--- src/lcf_defines.svh ---
/*
 * Offsets, reset values, field positions and limits of the LED current
 * and fault register slice.
 * Assumes inclusion by bare name from the package and the design files.
 */
`ifndef LCF_DEFINES_SVH
`define LCF_DEFINES_SVH

// ----------------------------------------------------------------
// Register offsets
// ----------------------------------------------------------------
`define LCF_OFS_LED1_BLANK 8'h07
`define LCF_OFS_LED1_ASSIST 8'h08
`define LCF_OFS_LED2_FLASH 8'h09
`define LCF_OFS_LED2_BLANK 8'h0a
`define LCF_OFS_LED2_ASSIST 8'h0b
`define LCF_OFS_FAULT 8'h0c
`define LCF_OFS_CAPTURE 8'h0d

// ----------------------------------------------------------------
// Reset values
// ----------------------------------------------------------------
`define LCF_RST_LED1_BLANK 8'h14
`define LCF_RST_ASSIST 8'h04
`define LCF_RST_LED2_FLASH 8'h28
`define LCF_RST_LED2_BLANK 8'h14
`define LCF_RST_FAULT 8'h00
`define LCF_RST_CAPTURE 6'h00

// ----------------------------------------------------------------
// Code limits, 12.5 mA per step
// ----------------------------------------------------------------
`define LCF_STEP_UA 12500
`define LCF_ASSIST_MAX 5'h10
`define LCF_FLASH_MAX 6'h3c
`define LCF_UNMAPPED 8'h00

// ----------------------------------------------------------------
// Fault register bit positions
// ----------------------------------------------------------------
`define LCF_BIT_OVP 7
`define LCF_BIT_SC 6
`define LCF_BIT_OT 5
`define LCF_BIT_TO 4
`define LCF_BIT_TX 3
`define LCF_BIT_VB 2
`define LCF_BIT_IL 1
`define LCF_BIT_IDC 0

`endif

--- src/lcf_pkg.sv ---
/*
 * Types of the LED current and fault register slice.
 * Assumes lcf_defines.svh is on the include path.
 */
`include "lcf_defines.svh"

package lcf_pkg;

  // ----------------------------------------------------------------
  // Fault and status pins from the analog side
  // ----------------------------------------------------------------
  typedef struct packed {
    logic overvoltage;
    logic short_circuit;
    logic overtemperature;
    logic timeout;
    logic low_supply;
    logic inductor_limit;
    logic input_limit;
    logic transmit_blank_input;
    logic flash_active;
  } lcf_fault_pins_type;

  // ----------------------------------------------------------------
  // Clamped current codes to the current sources
  // ----------------------------------------------------------------
  typedef struct packed {
    logic [4:0] led1_assist_level;
    logic [4:0] led2_assist_level;
    logic [5:0] led1_blank_level;
    logic [5:0] led2_flash_level;
    logic [5:0] led2_blank_level;
    logic [5:0] led2_active_level;
  } lcf_levels_type;

endpackage : lcf_pkg

--- src/lcf_regs.sv ---
/*
 * LED current and fault register slice of a dual LED flash driver.
 * Holds torch, flash and blanking current codes, the fault register and
 * the dc-limit capture of the LED1 flash code. Assumes the serial port
 * engine presents decoded register accesses on ref_clk, and that the
 * analog fault pins are asynchronous.
 */
`timescale 1ns/1ns

`include "lcf_defines.svh"

module lcf_regs
  import lcf_pkg::*;
(
  // Clock and reset
  input wire logic ref_clk,
  input wire logic resetn,
  // Register access from the serial port engine
  input wire logic [7:0] reg_addr,
  input wire logic reg_wr,
  input wire logic [7:0] reg_wdata,
  input wire logic reg_rd,
  output logic [7:0] reg_rdata,
  output logic reg_rvalid,
  // Settings held in neighbouring registers
  input wire logic [2:0] low_supply_threshold,
  input wire logic input_limit_enable,
  input wire logic [5:0] led1_flash_level,
  // Analog fault pins
  input wire lcf_fault_pins_type fault_pins,
  // Current codes to the current sources
  output lcf_levels_type levels
);

  // ----------------------------------------------------------------
  // Code clamps
  // ----------------------------------------------------------------
  function automatic logic [4:0] clamp_assist(input logic [7:0] raw);
    logic [4:0] code;
    code = raw[4:0];
    if (code >= `LCF_ASSIST_MAX)
      return `LCF_ASSIST_MAX;
    return code;
  endfunction : clamp_assist

  function automatic logic [5:0] clamp_flash(input logic [7:0] raw);
    logic [5:0] code;
    code = raw[5:0];
    if (code >= `LCF_FLASH_MAX)
      return `LCF_FLASH_MAX;
    return code;
  endfunction : clamp_flash

  // ----------------------------------------------------------------
  // Pin synchronisation
  // ----------------------------------------------------------------
  lcf_fault_pins_type pins_s;
  logic [8:0] pins_raw;

  lcf_sync #(
    .WIDTH(9)
  ) u_sync (
    .ref_clk(ref_clk),
    .resetn(resetn),
    .async_in(fault_pins),
    .sync_out(pins_raw)
  );

  assign pins_s = lcf_fault_pins_type'(pins_raw);

  // ----------------------------------------------------------------
  // Read/write current registers
  // ----------------------------------------------------------------
  logic [7:0] led1_blank_q;
  logic [7:0] led1_assist_q;
  logic [7:0] led2_flash_q;
  logic [7:0] led2_blank_q;
  logic [7:0] led2_assist_q;

  always_ff @(posedge ref_clk) begin
    if (!resetn) begin
      led1_blank_q <= `LCF_RST_LED1_BLANK;
      led1_assist_q <= `LCF_RST_ASSIST;
      led2_flash_q <= `LCF_RST_LED2_FLASH;
      led2_blank_q <= `LCF_RST_LED2_BLANK;
      led2_assist_q <= `LCF_RST_ASSIST;
    end else if (reg_wr) begin
      // Full byte stored so reserved bits read back
      case (reg_addr)
        `LCF_OFS_LED1_BLANK: led1_blank_q <= reg_wdata;
        `LCF_OFS_LED1_ASSIST: led1_assist_q <= reg_wdata;
        `LCF_OFS_LED2_FLASH: led2_flash_q <= reg_wdata;
        `LCF_OFS_LED2_BLANK: led2_blank_q <= reg_wdata;
        `LCF_OFS_LED2_ASSIST: led2_assist_q <= reg_wdata;
        default: ;
      endcase
    end
  end

  // ----------------------------------------------------------------
  // Current codes out
  // ----------------------------------------------------------------
  always_ff @(posedge ref_clk) begin
    if (!resetn) begin
      levels <= '0;
    end else begin
      levels.led1_assist_level <= clamp_assist(led1_assist_q);
      levels.led2_assist_level <= clamp_assist(led2_assist_q);
      levels.led1_blank_level <= clamp_flash(led1_blank_q);
      levels.led2_flash_level <= clamp_flash(led2_flash_q);
      levels.led2_blank_level <= clamp_flash(led2_blank_q);
      // Blanking code replaces flash code while the mask pin is high
      levels.led2_active_level <= pins_s.transmit_blank_input ?
        clamp_flash(led2_blank_q) : clamp_flash(led2_flash_q);
    end
  end

  // ----------------------------------------------------------------
  // Fault register
  // ----------------------------------------------------------------
  logic [7:0] fault_q;
  logic flash_d1_q;
  logic idc_live;
  logic vb_live;
  logic flash_rise;
  logic fault_read;

  assign vb_live = pins_s.low_supply &&
                   (low_supply_threshold != 3'h0);
  assign idc_live = pins_s.input_limit && input_limit_enable;
  assign flash_rise = pins_s.flash_active && !flash_d1_q;
  assign fault_read = reg_rd && (reg_addr == `LCF_OFS_FAULT);

  always_ff @(posedge ref_clk) begin
    if (!resetn)
      flash_d1_q <= 1'b0;
    else
      flash_d1_q <= pins_s.flash_active;
  end

  // Latched faults other than the blank flag clear on read; a fault present in that cycle wins
  always_ff @(posedge ref_clk) begin
    if (!resetn) begin
      fault_q <= `LCF_RST_FAULT;
    end else begin
      fault_q[`LCF_BIT_OVP] <= pins_s.overvoltage ||
        (fault_q[`LCF_BIT_OVP] && !fault_read);
      fault_q[`LCF_BIT_SC] <= pins_s.short_circuit ||
        (fault_q[`LCF_BIT_SC] && !fault_read);
      fault_q[`LCF_BIT_OT] <= pins_s.overtemperature ||
        (fault_q[`LCF_BIT_OT] && !fault_read);
      fault_q[`LCF_BIT_TO] <= pins_s.timeout ||
        (fault_q[`LCF_BIT_TO] && !fault_read);
      fault_q[`LCF_BIT_IL] <= pins_s.inductor_limit ||
        (fault_q[`LCF_BIT_IL] && !fault_read);
      // Blank flag covers the latest flash only
      if (pins_s.flash_active && pins_s.transmit_blank_input)
        fault_q[`LCF_BIT_TX] <= 1'b1;
      else if (flash_rise)
        fault_q[`LCF_BIT_TX] <= 1'b0;
      fault_q[`LCF_BIT_VB] <= vb_live;
      fault_q[`LCF_BIT_IDC] <= idc_live;
    end
  end

  // ----------------------------------------------------------------
  // Dc limit capture of LED1 flash code
  // ----------------------------------------------------------------
  logic [5:0] capture_q;
  logic idc_d1_q;

  always_ff @(posedge ref_clk) begin
    if (!resetn) begin
      capture_q <= `LCF_RST_CAPTURE;
      idc_d1_q <= 1'b0;
    end else begin
      idc_d1_q <= idc_live;
      if (idc_live && !idc_d1_q)
        capture_q <= led1_flash_level;
    end
  end

  // ----------------------------------------------------------------
  // Read port
  // ----------------------------------------------------------------
  always_ff @(posedge ref_clk) begin
    if (!resetn) begin
      reg_rdata <= 8'h00;
      reg_rvalid <= 1'b0;
    end else begin
      reg_rvalid <= reg_rd;
      if (reg_rd) begin
        case (reg_addr)
          `LCF_OFS_LED1_BLANK: reg_rdata <= led1_blank_q;
          `LCF_OFS_LED1_ASSIST: reg_rdata <= led1_assist_q;
          `LCF_OFS_LED2_FLASH: reg_rdata <= led2_flash_q;
          `LCF_OFS_LED2_BLANK: reg_rdata <= led2_blank_q;
          `LCF_OFS_LED2_ASSIST: reg_rdata <= led2_assist_q;
          `LCF_OFS_FAULT: reg_rdata <= fault_q;
          `LCF_OFS_CAPTURE: reg_rdata <= {2'b00, capture_q};
          default: reg_rdata <= `LCF_UNMAPPED;
        endcase
      end
    end
  end
endmodule : lcf_regs

--- src/lcf_sync.sv ---
/*
 * Two-stage synchroniser for a group of asynchronous level inputs.
 * Assumes inputs may change at any time relative to ref_clk.
 */
`timescale 1ns/1ns

module lcf_sync #(
  parameter int WIDTH = 9
) (
  // Clock and reset
  input wire logic ref_clk,
  input wire logic resetn,
  // Levels
  input wire logic [WIDTH-1:0] async_in,
  output logic [WIDTH-1:0] sync_out
);

  logic [WIDTH-1:0] stage1_q;

  always_ff @(posedge ref_clk) begin
    if (!resetn) begin
      stage1_q <= '0;
      sync_out <= '0;
    end else begin
      stage1_q <= async_in;
      sync_out <= stage1_q;
    end
  end

endmodule : lcf_sync

--- config.mk ---
export PLATFORM = sky130hd
export DESIGN_NAME = lcf_regs
export DESIGN_NICKNAME = d
export VERILOG_FILES = /design/src/lcf_pkg.sv /design/src/lcf_regs.sv /design/src/lcf_sync.sv
export VERILOG_INCLUDE_DIRS = /design/src /design/src/src
export SDC_FILE = /design/constraint.sdc
export NUM_CORES = 1
export LEC_CHECK = 0
export ABC_CLOCK_PERIOD_IN_PS = 5300
export BUFFER_PORTS_ARGS = -buffer_cell sky130_fd_sc_hd__buf_2
export CAP_MARGIN = 0
export CORE_ASPECT_RATIO = 0.8
export CORE_MARGIN = 2
export CORE_UTILIZATION = 55
export CTS_CLUSTER_DIAMETER = 30
export CTS_CLUSTER_SIZE = 24
export DETAILED_ROUTE_END_ITERATION = 16
export PLACE_DENSITY = 0.79
export SLEW_MARGIN = 20
export SYNTH_ARGS = -nofsm -noshare
export SYNTH_HDL_FRONTEND = slang
export SYNTH_SLANG_ARGS = --single-unit
export TNS_END_PERCENT = 10
--- constraint.sdc ---
create_clock -name ref_clk -period 5.3 [get_ports ref_clk]
set_input_delay 0.265 -clock ref_clk [delete_from_list [all_inputs] [get_ports ref_clk]]
set_output_delay 0.265 -clock ref_clk [all_outputs]
set_load 0.005 [all_outputs]
==> summary.md <==
In this run the static leakage power is 2.35 nW. The type of the most critical hold path was input pin to flip-flop. After detailed routing, the number of remaining DRC violations is 0.

The top flip-flop cell by instance count after synthesis was sky130_fd_sc_hd__dfxtp_1. Setup slack on the worst reg-to-reg path comes out at 3.81 ns. The total half-perimeter wirelength after legalization and detailed placement was 7.09 mm; the shortest clock period the worst path allows after layout was 1.78 ns.

TritonCTS built the clock tree. Endpoint required time on the critical path: 5.74 ns. The area share of the largest cell type after synthesis is 0.522. Nature of the critical path startpoint: an input pin. Number of hold violations in the final report: 0. Setup repair after global routing left no endpoint under its margin.

The switching portion of total power is 0.229. Summed over all layers, the routed wires come to 10.7 mm. Fraction of registers with async set or reset after synthesis: 0. The flow ran to the end, and the final reports show no timing, DRC or antenna violations. The maximum clock insertion buffer count was 2; the detailed-routing iteration count for the pre-antenna-repair pass was 5. The part of the total power dissipated in combinational logic is 0.051, and the die boundary height is 84.4 µm. The first global-routing pass estimated 17.2 mm of wire. Number of setup violations in the final report: 0. The worst setup skew after layout was 0.00335 ns; the total power per unit cell area was 373 nW/µm². CTS placed an instance of sky130_fd_sc_hd__clkbuf_8 at the clock tree root. The fraction of final layout cells with drive strength greater than 1 works out to 0.232. In the final routed layout, each cell accounts on average for 16.3 µm. The instance count along the most critical hold path works out to 3.

Counting instances in the post-synthesis netlist gives the leading cell types as sky130_fd_sc_hd__dfxtp_1, sky130_fd_sc_hd__nand2_1, sky130_fd_sc_hd__and2_1, sky130_fd_sc_hd__nor2b_1, sky130_fd_sc_hd__mux2i_1. Among all cell types in the netlist, the one instantiated most often is sky130_fd_sc_hd__dfxtp_1. The worst hold path terminates at capture_q[2]. The analysis attributes to net switching a power of 0.479 mW.

The final antenna diode count is 0, and the via count normalized by instance count is 5.53. In this run the core area contains 29 standard-cell rows. After technology mapping, the gate count stands at 444. In the post-synthesis netlist, the biggest area contributors are sky130_fd_sc_hd__dfxtp_1, sky130_fd_sc_hd__mux2i_1, sky130_fd_sc_hd__and2_1.

For the fraction of power consumed by the clock network, the log shows 0.519. The power share of the sequential group was 0.430. The sum of overflow across all layers after global routing is 0, and the number of clock sinks is 116.

After filler insertion, the fill cell instance count of the layout stands at 601. Across all layers, the routed design uses 3625 vias. The endpoint identified for the worst register-to-register timing path is reg_rdata[1].

The critical register-to-register path startpoint was led2_flash_q[1]. The synthesized area per cell was 10.0 µm²; the initial antenna violation count was 0. The layout overhead on the synthesized area was 25.9%; the sequential-to-total area share from yosys stat was 0.522. Buffers added to address setup during post-CTS repair amount to 0. The number of CTS-inserted buffers is 17. For the worst-skew pair, the clock arrives at the later sink with an insertion delay of 0.51 ns. The tools report the endpoint arrival time on the critical path as 2.22 ns. For the final estimated routing congestion in global placement, the log shows 0.915. For the pin with the worst max-slew slack, the measured transition is 1.06 ns. The critical path in this run is classified as input pin to flip-flop. Timing would allow up to 561 MHz.

The detailed router finished its first iteration with 230 violations. Synthesis instantiated 42 different standard cells from the library. The number of nets in the layout was 573; the post-route fraction of the period consumed by the critical path was 0.336.

The total routing resource utilization after global routing is 0.255. On the final layout, the worst hold slack is 0.0263 ns. The floorplan step defined a die boundary enclosing 8830 µm². Cell internal power was estimated by the tool at 1.61 mW.

Registers take 2320 µm². Clock-pin slew was measured on the worst setup and hold paths at 0.06 ns. The startpoint identified for the worst hold timing path is led1_flash_level[2]. The multi-input combinational cell area came out at 1990 µm². The clock tree synthesis step divided the H-tree into 4 levels. Yosys mapped a number of flops with a built-in enable equal to 0. The logs give 82 for the number of primary I/O pins and 7870 µm² for the placeable core area. The die boundary width works out to 105 µm. The via count of the first global-routing pass came out at 3405. Type of element capturing the critical path: a flip-flop. Counting every net in the synthesized netlist gives 483. The cell area that synthesis handed to floorplanning was 4450 µm². The pin count of the biggest net entering global routing came out at 68. For the number of max-slew violations in the final report, the log shows 0. Port buffering added 81 buffers. The logs give 0 for the number of nets with antenna violations after detailed routing and 0.252 mV for the maximum vdd ir drop. The worst reg2reg path depth was 4; the effective utilization at floorplan was 0.565. The number of flip-flops and latches in the synthesized netlist is 116, and the total of max-cap violations is 0.

For the count of warnings emitted by yosys, the log shows 0. Of all cell types, the one taking the most synthesized area is sky130_fd_sc_hd__dfxtp_1. The biggest fanout along the worst timing path is 10, and the worst slew margin relative to its limit is 0.290.

Adding up every negative setup slack in the final design gives 0 ns.
power by group through the flow:
stage | registers [mW] | logic (mW) | clock network (mW)
finish | 0.899 | 0.106 | 1.08
global route | 0.900 | 0.115 | 1.15
CTS | 0.899 | 0.103 | 1.10
detailed placement | 0.917 | 0.0947 | 0
global placement | 0.917 | 0.0927 | 0
floorplan | 0.916 | 0.0570 | 0
logic make-up (layout without fill, tap and decap cells):
logic type,count (synthesis),in the layout,share of synthesized area
AND/OR/NAND/NOR,192,192,0.245
AO/OA/AOI/OAI,68,68,0.105
buffers and inverters,30,133,0.0312
flip-flops,116,116,0.522
multiplexers,38,38,0.0973
how the worst max path moves through the flow:
stage,start,slack [ns],to
2_1_floorplan,reg_addr[5],3.39,led1_assist_q[2]
3_3_place_gp,reg_addr[5],3.04,reg_rdata[7]
3_5_place_dp,reg_addr[5],3.00,reg_rdata[7]
4_1_cts,reg_addr[5],3.54,reg_rdata[7]
5_1_grt,resetn,3.35,reg_rdata[7]
6_report,reg_addr[5],3.52,led2_assist_q[3]
flip-flops by register name, summed over array words and instances (netlist names):
signal	cells
u_sync.stage1_q	9
led1_blank_q	8
reg_rdata	8
levels	34
flash_d1_q	1
u_sync.sync_out	9
reg_rvalid	1
led2_blank_q	8
led1_assist_q	8
led2_assist_q	8
capture_q	6
led2_flash_q	8
fault_q	8
critical path, stage by stage:
cell and delay, ns:
sky130_fd_sc_hd__buf_2 0.11, sky130_fd_sc_hd__or4_4 0.62, sky130_fd_sc_hd__nor3_1 0.89, sky130_fd_sc_hd__nand2_1 0.12, sky130_fd_sc_hd__a21boi_0 0.21
routing by layer:
| layer | GRT usage | up-vias | share of wire |
|---|---|---|---|
| met5 | 0 | - | 0 |
| met4 | 0.109 | 0 | 0.019 |
| met3 | 0.0753 | 22 | 0.082 |
| met2 | 0.419 | 195 | 0.47 |
| met1 | 0.314 | 1690 | 0.42 |
| li1 | - | 1718 | - |
per-stage QoR:
stage / std cells / power [mW] / util / worst slack [ns] / cell area [µm²]
finish: 655 / 2.09 / 0.711 / 3.52 / 5600
global route: 655 / 2.16 / 0.711 / 3.35 / 5600
CTS: 653 / 2.10 / 0.708 / 3.54 / 5570
detailed placement: 608 / 1.01 / 0.619 / 3.00 / 4870
global placement: 608 / 1.01 / 0.619 / 3.04 / 4870
floorplan: 444 / 0.973 / - / 3.39 / 4450
final cells by class:
type                       instances  area share
clock inverter                    15      0.0277
tap                              108      0.0241
clock buffer                      17      0.0740
inverter                           4     0.00268
timing repair buffer              97       0.101
multi-input combinational        298       0.356
sequential                       116       0.415
cells in the final DEF, fill, tap and decap left out, types with 2 or more instances in the layout:
cell type	instances
sky130_fd_sc_hd__mux2i_1	32
sky130_fd_sc_hd__mux4_2	4
sky130_fd_sc_hd__buf_2	81
sky130_fd_sc_hd__nor3b_1	2
sky130_fd_sc_hd__a21boi_0	25
sky130_fd_sc_hd__nand4_1	5
sky130_fd_sc_hd__a31oi_1	4
sky130_fd_sc_hd__nor4_4	2
sky130_fd_sc_hd__nor3_1	3
sky130_fd_sc_hd__and4b_1	2
sky130_fd_sc_hd__nor2_1	7
sky130_fd_sc_hd__dlygate4sd3_1	15
sky130_fd_sc_hd__nor2b_1	33
sky130_fd_sc_hd__o2bb2ai_1	2
sky130_fd_sc_hd__bufinv_16	2
sky130_fd_sc_hd__a211oi_1	3
sky130_fd_sc_hd__nand3b_1	11
sky130_fd_sc_hd__clkinvlp_4	6
sky130_fd_sc_hd__or3_2	2
sky130_fd_sc_hd__a21oi_1	11
sky130_fd_sc_hd__and2_1	48
sky130_fd_sc_hd__o22ai_1	2
sky130_fd_sc_hd__inv_1	4
sky130_fd_sc_hd__a221oi_1	2
sky130_fd_sc_hd__clkbuf_16	16
sky130_fd_sc_hd__clkinv_2	3
sky130_fd_sc_hd__mux2_2	2
sky130_fd_sc_hd__dfxtp_1	116
sky130_fd_sc_hd__nand2_1	60
sky130_fd_sc_hd__nand3_1	5
sky130_fd_sc_hd__o21ai_0	11
sky130_fd_sc_hd__and3_1	8
sky130_fd_sc_hd__inv_6	4
repair_timing:
item / 4_1_cts / 5_1_grt
gates resized for setup: 0 / 0
hold buffers: 13 / 2
endpoints found under the setup margin: 0 / 0
hold endpoints to repair: 13 / 1
Power figures use the tool's default switching activity.
